[src/core/rsem_pkg.sv]
// Constants and layouts of the RAM soft error monitor.
package rsem_pkg;
   localparam logic [11:0] RSEM_OFS_PAY0 = 12'h800;
   localparam logic [11:0] RSEM_OFS_PAY1 = 12'h804;
   localparam logic [11:0] RSEM_OFS_PAY2 = 12'h808;
   localparam logic [11:0] RSEM_OFS_HDR = 12'h810;
   localparam logic [11:0] RSEM_OFS_PLL_A = 12'h820;
   localparam logic [11:0] RSEM_OFS_PLL_B = 12'h824;
   localparam logic [11:0] RSEM_OFS_MISC = 12'h828;
   localparam logic [11:0] RSEM_OFS_INJ = 12'h82C;
   localparam logic [31:0] RSEM_RST_WORD = 32'h0000_0000;
   localparam logic [7:0] RSEM_CNT_MAX = 8'hFF;
   localparam int RSEM_NUM_CNT = 24;
   localparam int RSEM_NUM_RAM = 5;
   localparam int RSEM_NUM_STN = 3;
   // Counter indices inside the counter bank.
   localparam int RSEM_IX_PAY = 0;
   localparam int RSEM_IX_HDR = 12;
   localparam int RSEM_IX_PLL = 15;
   localparam int RSEM_IX_LL1 = 18;
   localparam int RSEM_IX_LL2 = 19;
   localparam int RSEM_IX_DQD = 20;
   localparam int RSEM_IX_LL0 = 21;
   localparam int RSEM_IX_SQ = 22;
   localparam int RSEM_IX_RTY = 23;
   // Injectable RAMs, in the order of their bit triplets in the injection word.
   localparam int RSEM_RAM_DQD = 0;
   localparam int RSEM_RAM_LL0 = 1;
   localparam int RSEM_RAM_RTY = 2;
   localparam int RSEM_RAM_LL1 = 3;
   localparam int RSEM_RAM_LL2 = 4;
   localparam int RSEM_INJ_W = 3;
   localparam int RSEM_INJ_ONE_POS = 0;
   localparam int RSEM_INJ_TWO_POS = 1;
   localparam int RSEM_INJ_SEL_POS = 2;
   localparam int RSEM_CLR_PAY_POS = 20;
   localparam int RSEM_CLR_HDR_POS = 24;
   localparam int RSEM_STN_POS = 29;
   localparam logic [2:0] RSEM_STN0 = 3'h0;
   localparam logic [2:0] RSEM_STN2 = 3'h2;
endpackage : rsem_pkg

[src/core/rsem_cnt_bank.sv]
// Bank of saturating 8-bit single-bit error counters with per-counter clear.
`timescale 1ns/1ps
module rsem_cnt_bank
   import rsem_pkg::*;
(
   input wire logic clk,
   input wire logic rst_n,
   input wire logic [RSEM_NUM_CNT-1:0] inc,
   input wire logic [RSEM_NUM_CNT-1:0] clr,
   output logic [RSEM_NUM_CNT-1:0][7:0] cnt
);
   typedef struct packed {
      logic [RSEM_NUM_CNT-1:0][7:0] cnt_r;
   } rsem_bank_t;

   rsem_bank_t st_r;
   rsem_bank_t st_nxt;

   always_comb begin
      st_nxt = st_r;
      for (int i = 0; i < RSEM_NUM_CNT; i++) begin
         // An error seen in the clearing cycle still counts as the first one.
         if (clr[i]) begin
            st_nxt.cnt_r[i] = {7'h00, inc[i]};
         end else if (inc[i] && st_r.cnt_r[i] != RSEM_CNT_MAX) begin
            st_nxt.cnt_r[i] = st_r.cnt_r[i] + 8'h01;
         end
      end
   end

   always_ff @(posedge clk or negedge rst_n) begin
      if (!rst_n) begin
         st_r <= '0;
      end else begin
         st_r <= st_nxt;
      end
   end

   assign cnt = st_r.cnt_r;
endmodule : rsem_cnt_bank

[src/core/rsem_top.sv]
// RAM soft error counters, one-shot error injection and counter clears selected per station group (0 to 2).
`timescale 1ns/1ps
module rsem_top
   import rsem_pkg::*;
(
   input wire logic SYS_CLK,
   input wire logic RST_N,
   input wire logic CFG_WR,
   input wire logic CFG_RD,
   input wire logic [11:0] CFG_ADDR,
   input wire logic [31:0] CFG_WDATA,
   output logic [31:0] CFG_RDATA,
   output logic CFG_RVALID,
   input wire logic [11:0] PAY_SBE,
   input wire logic [2:0] HDR_SBE,
   input wire logic [2:0] PLL_SBE,
   input wire logic DQD_SBE,
   input wire logic [2:0] DQLL_SBE,
   input wire logic SQLL_SBE,
   input wire logic RTY_SBE,
   input wire logic [4:0] RAM_WR,
   output logic [4:0] INJ_ONE,
   output logic [4:0] INJ_TWO,
   output logic [4:0] INJ_DATA_SEL
);
   typedef struct packed {
      logic [RSEM_NUM_RAM-1:0] one_r;
      logic [RSEM_NUM_RAM-1:0] two_r;
      logic [RSEM_NUM_RAM-1:0] sel_r;
      logic [31:0] rdata_r;
      logic rvalid_r;
   } rsem_state_t;

   rsem_state_t st_r;
   rsem_state_t st_nxt;
   logic [RSEM_NUM_CNT-1:0] inc;
   logic [RSEM_NUM_CNT-1:0] clr;
   logic [RSEM_NUM_CNT-1:0][7:0] cnt;
   logic inj_wr;
   logic [2:0] stn;

   function automatic logic [31:0] pack4(input logic [7:0] b3, input logic [7:0] b2,
                                         input logic [7:0] b1, input logic [7:0] b0);
      pack4 = {b3, b2, b1, b0};
   endfunction : pack4

   // Position of one bit of a RAM's triplet in the injection word.
   function automatic int inj_bit(input int r, input int pos);
      inj_bit = r * RSEM_INJ_W + pos;
   endfunction : inj_bit

   always_comb begin
      inc = '0;
      inc[RSEM_IX_PAY +: 12] = PAY_SBE;
      inc[RSEM_IX_HDR +: 3] = HDR_SBE;
      inc[RSEM_IX_PLL +: 3] = PLL_SBE;
      inc[RSEM_IX_DQD] = DQD_SBE;
      inc[RSEM_IX_LL0] = DQLL_SBE[0];
      inc[RSEM_IX_LL1] = DQLL_SBE[1];
      inc[RSEM_IX_LL2] = DQLL_SBE[2];
      inc[RSEM_IX_SQ] = SQLL_SBE;
      inc[RSEM_IX_RTY] = RTY_SBE;
   end

   assign inj_wr = CFG_WR && CFG_ADDR == RSEM_OFS_INJ;
   assign stn = CFG_WDATA[RSEM_STN_POS +: 3];

   always_comb begin
      clr = '0;
      if (inj_wr && stn <= RSEM_STN2) begin
         for (int s = 0; s < RSEM_NUM_STN; s++) begin
            if (stn == 3'(s)) begin
               for (int l = 0; l < 4; l++) begin
                  clr[RSEM_IX_PAY + s * 4 + l] = CFG_WDATA[RSEM_CLR_PAY_POS + l];
               end
               clr[RSEM_IX_HDR + s] = CFG_WDATA[RSEM_CLR_HDR_POS];
            end
         end
      end
   end

   rsem_cnt_bank u_bank (
      .clk(SYS_CLK),
      .rst_n(RST_N),
      .inc(inc),
      .clr(clr),
      .cnt(cnt)
   );

   always_comb begin
      st_nxt = st_r;
      st_nxt.rvalid_r = CFG_RD;
      for (int r = 0; r < RSEM_NUM_RAM; r++) begin
         if (RAM_WR[r]) begin
            st_nxt.one_r[r] = 1'b0;
            st_nxt.two_r[r] = 1'b0;
         end
      end
      if (inj_wr) begin
         for (int r = 0; r < RSEM_NUM_RAM; r++) begin
            if (CFG_WDATA[inj_bit(r, RSEM_INJ_ONE_POS)]) begin
               st_nxt.one_r[r] = 1'b1;
            end
            if (CFG_WDATA[inj_bit(r, RSEM_INJ_TWO_POS)]) begin
               st_nxt.two_r[r] = 1'b1;
            end
            st_nxt.sel_r[r] = CFG_WDATA[inj_bit(r, RSEM_INJ_SEL_POS)];
         end
      end
      st_nxt.rdata_r = RSEM_RST_WORD;
      if (CFG_RD) begin
         unique case (CFG_ADDR)
            RSEM_OFS_PAY0: st_nxt.rdata_r = pack4(cnt[3], cnt[2], cnt[1], cnt[0]);
            RSEM_OFS_PAY1: st_nxt.rdata_r = pack4(cnt[7], cnt[6], cnt[5], cnt[4]);
            RSEM_OFS_PAY2: st_nxt.rdata_r = pack4(cnt[11], cnt[10], cnt[9], cnt[8]);
            RSEM_OFS_HDR: st_nxt.rdata_r = pack4(8'h00, cnt[14], cnt[13], cnt[12]);
            RSEM_OFS_PLL_A: st_nxt.rdata_r = pack4(8'h00, cnt[17], cnt[16], cnt[15]);
            RSEM_OFS_PLL_B: st_nxt.rdata_r = pack4(cnt[RSEM_IX_LL2], cnt[RSEM_IX_LL1], 8'h00, 8'h00);
            RSEM_OFS_MISC: st_nxt.rdata_r = pack4(cnt[RSEM_IX_RTY], cnt[RSEM_IX_SQ],
                                                  cnt[RSEM_IX_LL0], cnt[RSEM_IX_DQD]);
            RSEM_OFS_INJ: begin
               for (int r = 0; r < RSEM_NUM_RAM; r++) begin
                  st_nxt.rdata_r[inj_bit(r, RSEM_INJ_ONE_POS)] = st_r.one_r[r];
                  st_nxt.rdata_r[inj_bit(r, RSEM_INJ_TWO_POS)] = st_r.two_r[r];
                  st_nxt.rdata_r[inj_bit(r, RSEM_INJ_SEL_POS)] = st_r.sel_r[r];
               end
            end
            default: st_nxt.rdata_r = RSEM_RST_WORD;
         endcase
      end
   end

   always_ff @(posedge SYS_CLK or negedge RST_N) begin
      if (!RST_N) begin
         st_r <= '0;
      end else begin
         st_r <= st_nxt;
      end
   end

   // one or two flipped bits per armed write
   assign INJ_ONE = st_r.one_r;
   assign INJ_TWO = st_r.two_r;
   assign INJ_DATA_SEL = st_r.sel_r;
   // one registered copy drives the read data port
   assign CFG_RDATA = st_r.rdata_r;
   assign CFG_RVALID = st_r.rvalid_r;
endmodule : rsem_top

[config.mk]
export PLATFORM = sky130hd
export DESIGN_NAME = rsem_top
export DESIGN_NICKNAME = d
export VERILOG_FILES = /design/src/core/rsem_pkg.sv /design/src/core/rsem_cnt_bank.sv /design/src/core/rsem_top.sv
export SDC_FILE = /design/constraint.sdc
export NUM_CORES = 1
export LEC_CHECK = 0
export BUFFER_PORTS_ARGS = -buffer_cell sky130_fd_sc_hd__clkbuf_2
export CAP_MARGIN = 40
export CORE_AREA = 2 2 242 196
export CTS_BUF_LIST = sky130_fd_sc_hd__clkbuf_8
export DETAILED_ROUTE_END_ITERATION = 10
export DIE_AREA = 0 0 244 198
export GPL_TIMING_DRIVEN = 0
export MAX_ROUTING_LAYER = met4
export PLACE_DENSITY_LB_ADDON = 0.3
export SETUP_SLACK_MARGIN = 0.3
export SKIP_CTS_REPAIR_TIMING = 1
export SLEW_MARGIN = 25
export SYNTH_ARGS = -nofsm -noshare
export SYNTH_HDL_FRONTEND = slang
export SYNTH_HIERARCHICAL = 1
export SYNTH_SLANG_ARGS = --single-unit
export TNS_END_PERCENT = 1
[constraint.sdc]
create_clock -name SYS_CLK -period 1.8 [get_ports SYS_CLK]
set_clock_uncertainty 0.1 [all_clocks]
set_input_delay 0.27 -clock SYS_CLK [delete_from_list [all_inputs] [get_ports SYS_CLK]]
set_output_delay 0.27 -clock SYS_CLK [all_outputs]
set_load 0.02 [all_outputs]
* Yosys cells after proc, flatten, opt, wreduce, memory -nomap -nowiden
Cells that the tools add are included.
** Storage, ports and cells
- Bits in registers :: 240
** Cells by class
- Add/subtract/negate cells :: 24
- $lt $le $gt $ge :: 1
- Eq/ne operators :: 34
- Multiplexer cells :: 61
- Reduce and logical (&&, ||, !) cells :: 42
** Operators by type and width (number)
- 8-bit two-way mux :: 30
- 8-bit by 1-bit adder with 8-bit output, second input constant :: 24
- 8-bit != test, second input constant :: 24
- 17-bit one-hot mux with 7 select lines :: 1
- 15-bit one-hot mux with 7 select lines :: 1
- 12-bit equality test, second input constant :: 8
- 32-bit two-way mux :: 1
- 15-bit two-way mux :: 2
- 2-bit nonzero test :: 15
- 1-bit logical AND :: 26
- 1-bit two-way mux :: 23
- 4-bit two-way mux :: 3
- 3-bit by 1-bit equality test with 1-bit output, second input constant :: 1
- 3-bit by 2-bit equality test with 1-bit output, second input constant :: 1
- 3-bit by 2-bit less-or-equal comparator with 1-bit output, second input constant :: 1
- 3-bit logical NOT :: 1

* Longest topological paths before layout
- Word-level depth :: 5
- Depth in mapped cells :: 8

* Hierarchy
The synthesis kept the hierarchy.
** Modules (own cells, without submodules)
- rsem_cnt_bank :: instances 1, cells an instance 1087, area an instance 10087.2 um2, sequential area each 4804.6 um2
- rsem_top :: instances 1, cells an instance 375, area an instance 3515.9 um2, sequential area each 1201.2 um2

* Least setup slack after synthesis
OpenSTA, ideal clock, no wires.
- Path type :: input -> register
- Start point :: input CFG_ADDR[7]
- End point :: register u_bank.st_r, in the netlist u_bank/cnt[112]
- Setup time :: 0.126 ns
- Arrival :: 2.094 ns
- Setup slack :: -0.520 ns
- Stages on the path :: 7
- Buffers on the path :: 1
- Path through :: or4_4 > nor4_4 > nand4b_1 > nor2_1 > buf_1 > nor2b_1 > a221o_1
** On the way
- Word-level cells in the longest chain between the ends :: 5
- Elaborated cells on any way between the ends :: 6
- Those cells by class :: eq/ne: 1; mux: 2; reduce/logical: 3
** Ends and longest elaborated chain
- from (decl) :: RTL line rsem_top.sv:10 : input wire logic [11:0] CFG_ADDR,
- 12-bit equality test (*) :: RTL line rsem_top.sv:65 : assign inj_wr = CFG_WR && CFG_ADDR == RSEM_OFS_INJ;
- 1-bit logical AND (*) :: RTL line rsem_top.sv:65
- 1-bit logical AND (*) :: RTL line rsem_top.sv:70 : if (inj_wr && stn <= RSEM_STN2) begin
- 15-bit two-way mux (*) :: RTL line rsem_top.sv:70
- named net clr[14] :: RTL line rsem_top.sv:37 : logic [RSEM_NUM_CNT-1:0] clr;
- 8-bit two-way mux or 2-bit nonzero test (tied branches)
- to (signal assigned) :: RTL line rsem_cnt_bank.sv:35 : st_r <= st_nxt;
- to (decl) :: RTL line rsem_cnt_bank.sv:16 : rsem_bank_t st_r;
Mark *: on every way through the listed nets, which the timed path passes. The rest lies on a longest branch.
A chain may end at the register's enable or synchronous reset.

* Worst setup path after layout
- Start point :: input CFG_ADDR[7]
- End point :: register u_bank.st_r, in the netlist u_bank/cnt[104]
Same word-level chain as after synthesis.

==> summary.md <==
| Metric | Value |
|---|---|
| Fin nets | `1803` |
| Synth async-reset ratio | `100%` |
| DP Area | `0.0151 mm²` |
| Residual DRC count | `0` |
| Setup crit end kind | `flop` |
| Leakage power | `7.34 nW` |
| Slack of the critical path | `-0.137 ns` |
| Die ar. | `0.0483 mm²` |
| Fin. Hold Viols | `0` |
| Mean post-synth cell area | `9.30 µm²` |
| Outcome | `finished, violations left` |
| Worst path required time | `2.15 ns` |
| Vias in the first global route | `11400` |
| DP HPWL | `29.2 mm` |
| Failing checks | `setup timing` |
| TritonCTS Buffers | `44` |
| Seq/Total Area, Yosys | `44.2%` |
| Gr ovfl total | `0` |
| Distinct cell type count after synthesis | `68` |
| Starting DRT DRC Count | `948` |
| Global-route wire length before repair | `63.1 mm` |
| Drt wl/cell | `17.4 µm` |
| Placed instance count | `2209` |
| F_max | `516 MHz` |
| Routed vias/inst | `5.26` |
| Dominant synthesized flop cell | `dfrtp_1` |
| Post-synth EDFFs | `0` |
| Initial antenna violation count | `3` |
| Setup crit start kind | `input port` |
| Synth Warn # | `6` |
| Initial Utilization | `29.4%` |
| ANT nets after route | `0` |
| Clk Latency, worst-skew pair | `0.60 ns` |
| Root Driver | `clkbuf_8` |
| Max-capacitance violation count | `0` |
| GRT Total Usage | `16.8%` |
| CTS clock-pin slew for the worst setup and hold paths | `0.06 ns` |
| Io pins | `125` |
| Fraction of layout cells with a size suffix above 1 | `24.8%` |
| Largest net degree at the start of global routing | `83` |
| CTS tree | `done` |
| Minimum clock period | `1.94 ns` |
| Crit share post-route | `108%` |
| # clock sinks | `240` |
| CP arrival | `2.29 ns` |
| H-Tree Depth | `2` |
| Setup TNS | `-0.842 ns` |
| RSZ-0062 raised after global routing | `yes` |
| Post-Layout Cell Count | `2352` |
| Core area | `0.0463 mm²` |
| Post-Place Setup Slack | `-1.40 ns` |
| DR pass1 iterations | `5` |
| Syn Inst Count | `1462` |
| Kind of critical path | `input port to flop` |
| Row count | `71` |
| Slew Viols, Final | `0` |
| Clk buf depth | `3` |
| Design Power | `17.4 mW` |
| Mapped Area | `0.0136 mm²` |
| Pwr per Cell Area | `977 mW/mm²` |
| Maximum vdd drop | `386 µV` |
| CP Max Fanout | `7` |
| Yosys reg bits | `240` |
| Die H | `198 µm` |
| Die Width | `244 µm` |
| Via count | `12400` |
| Fin area | `0.0179 mm²` |
| Buffers on Ports | `110` |
| Rel. slew slack | `55.2%` |
| P&R area growth vs syn | `31.2%` |
| Min-Delay Path Class | `input port to flop` |
| Routability cong. | `0.885` |
| Final wirelength | `40.9 mm` |
| Worst-Margin Slew | `0.669 ns` |
| # setup viols final | `16` |
final cells by class:
| type | instances | area, µm² |
|---|---|---|
| antenna | 5 | 12.5 |
| fill | 4595 | 28400 |
| buffer | 61 | 423 |
| clock inverter | 15 | 90.1 |
| inverter | 35 | 131 |
| multi-input combinational | 1140 | 8030 |
| tap | 620 | 776 |
| timing repair buffer | 180 | 1570 |
| clock buffer | 56 | 771 |
| sequential | 240 | 6040 |
per-layer routing:
metal	wire, µm	global-route usage [%]	vias up
met1	20400	24.2	5999
met5	0	-	-
li1	-	-	6007
met4	770	5.24	0
met3	2030	3.54	69
met2	17700	23.2	298
cells in the final DEF (no fill, tap or decap), types with 9 or more instances in the layout:
master	Yosys	routed
o21ai_0	45	21
nand3b_1	22	22
ha_4	0	12
a22o_1	19	18
nor3_1	68	60
conb_1	1	15
a41oi_1	9	9
a22oi_1	11	11
nand2_1	94	93
buf_4	1	24
o211ai_1	11	11
nand4_1	40	40
clkbuf_2	2	76
clkbuf_1	22	9
mux2i_1	76	75
dlygate4sd3_1	0	47
buf_6	1	64
xor2_1	9	9
o21a_1	11	11
and4_1	25	23
o2bb2ai_1	23	16
nor2_1	169	152
nand3_1	132	125
dfrtp_1	240	210
mux2_2	25	25
dfrtp_2	0	30
a31oi_1	29	27
clkbuf_8	0	57
a21o_1	12	12
and3_1	31	30
nor2_2	0	14
o21ai_2	0	17
a211oi_1	19	16
nor2b_1	17	16
inv_1	35	42
a21oi_1	66	64
synth_stat cells, drive strengths merged (12+ instances only):
cell type / n / area [µm²]
and4: 28 / 251
a21o: 12 / 90.1
mux2i: 76 / 761
buf: 37 / 171
nor3: 68 / 340
a22o: 19 / 166
nor2b: 17 / 106
mux2: 25 / 282
a311oi: 12 / 111
ha: 24 / 300
o21ai: 47 / 235
o2111ai: 12 / 105
and3: 31 / 194
o311ai: 12 / 105
nand3b: 22 / 165
inv: 35 / 131
a211oi: 19 / 143
clkbuf: 24 / 92.6
a21oi: 66 / 330
nand4: 41 / 272
nand2: 94 / 353
dfrtp: 240 / 6010
nand3: 132 / 661
o2bb2ai: 23 / 201
nor2: 169 / 634
a31oi: 29 / 181
registers in the layout, indices dropped and copies added (netlist names):
name	count
INJ_TWO	5
CFG_RDATA	32
INJ_DATA_SEL	5
CFG_RVALID	1
u_bank/cnt	192
INJ_ONE	5
final timing paths:
path                                             start                           to  slack, ns  cells after the start
max in group asynchronous                        RST_N   u_bank/cnt[96]$_DFFE_PN0P_       0.65                      4
min in group asynchronous                        RST_N   u_bank/cnt[58]$_DFFE_PN0P_       0.18                      3
max reg2reg                u_bank/cnt[104]$_DFFE_PN0P_  u_bank/cnt[107]$_DFFE_PN0P_       0.11                      5
max                                        CFG_ADDR[7]  u_bank/cnt[104]$_DFFE_PN0P_      -0.14                      9
min                                        CFG_ADDR[1]       CFG_RDATA[4]$_DFF_PN0_       0.11                      4
min reg2reg                u_bank/cnt[178]$_DFFE_PN0P_      CFG_RDATA[18]$_DFF_PN0_       0.43                      1
stage by stage:
stage / hold WS, ns / util [%]
after global routing: 0.121 / 38.6
after detailed placement: 0.0125 / 32.6
final: 0.115 / 38.6
after global placement: 0.384 / 32.4
after floorplan: -0.126 / -
after CTS: -0.629 / 34.5
report_power, final:
part / total [mW] / internal (mW) / switching (mW)
Clock: 5.23 / 2.90 / 2.33
Sequential: 8.39 / 6.56 / 1.82
Combinational: 3.83 / 1.83 / 1.99
worst max-delay path, cell delays in order:
cell and delay (ns):
clkbuf_2 0.08, or4_4 0.58, nor4_4 0.17, buf_6 0.17
nand4b_1 0.30, nor2_2 0.34, buf_6 0.17, nand3b_1 0.11
o311ai_1 0.09
cell families (layout without fill, tap and decap cells):
logic type / Yosys count / in the layout / share of synthesized area (%)
compound gates: 333 / 333 / 17.3
xor+xnor: 11 / 11 / 0.708
fa+ha+maj: 24 / 24 / 2.21
buf+inv: 96 / 347 / 2.91
flops: 240 / 240 / 44.2
mux: 101 / 101 / 7.66
other cells: 1 / 20 / 0.0276
simple gates: 656 / 656 / 25.0
No activity file was read; power rests on OpenSTA's default activity.
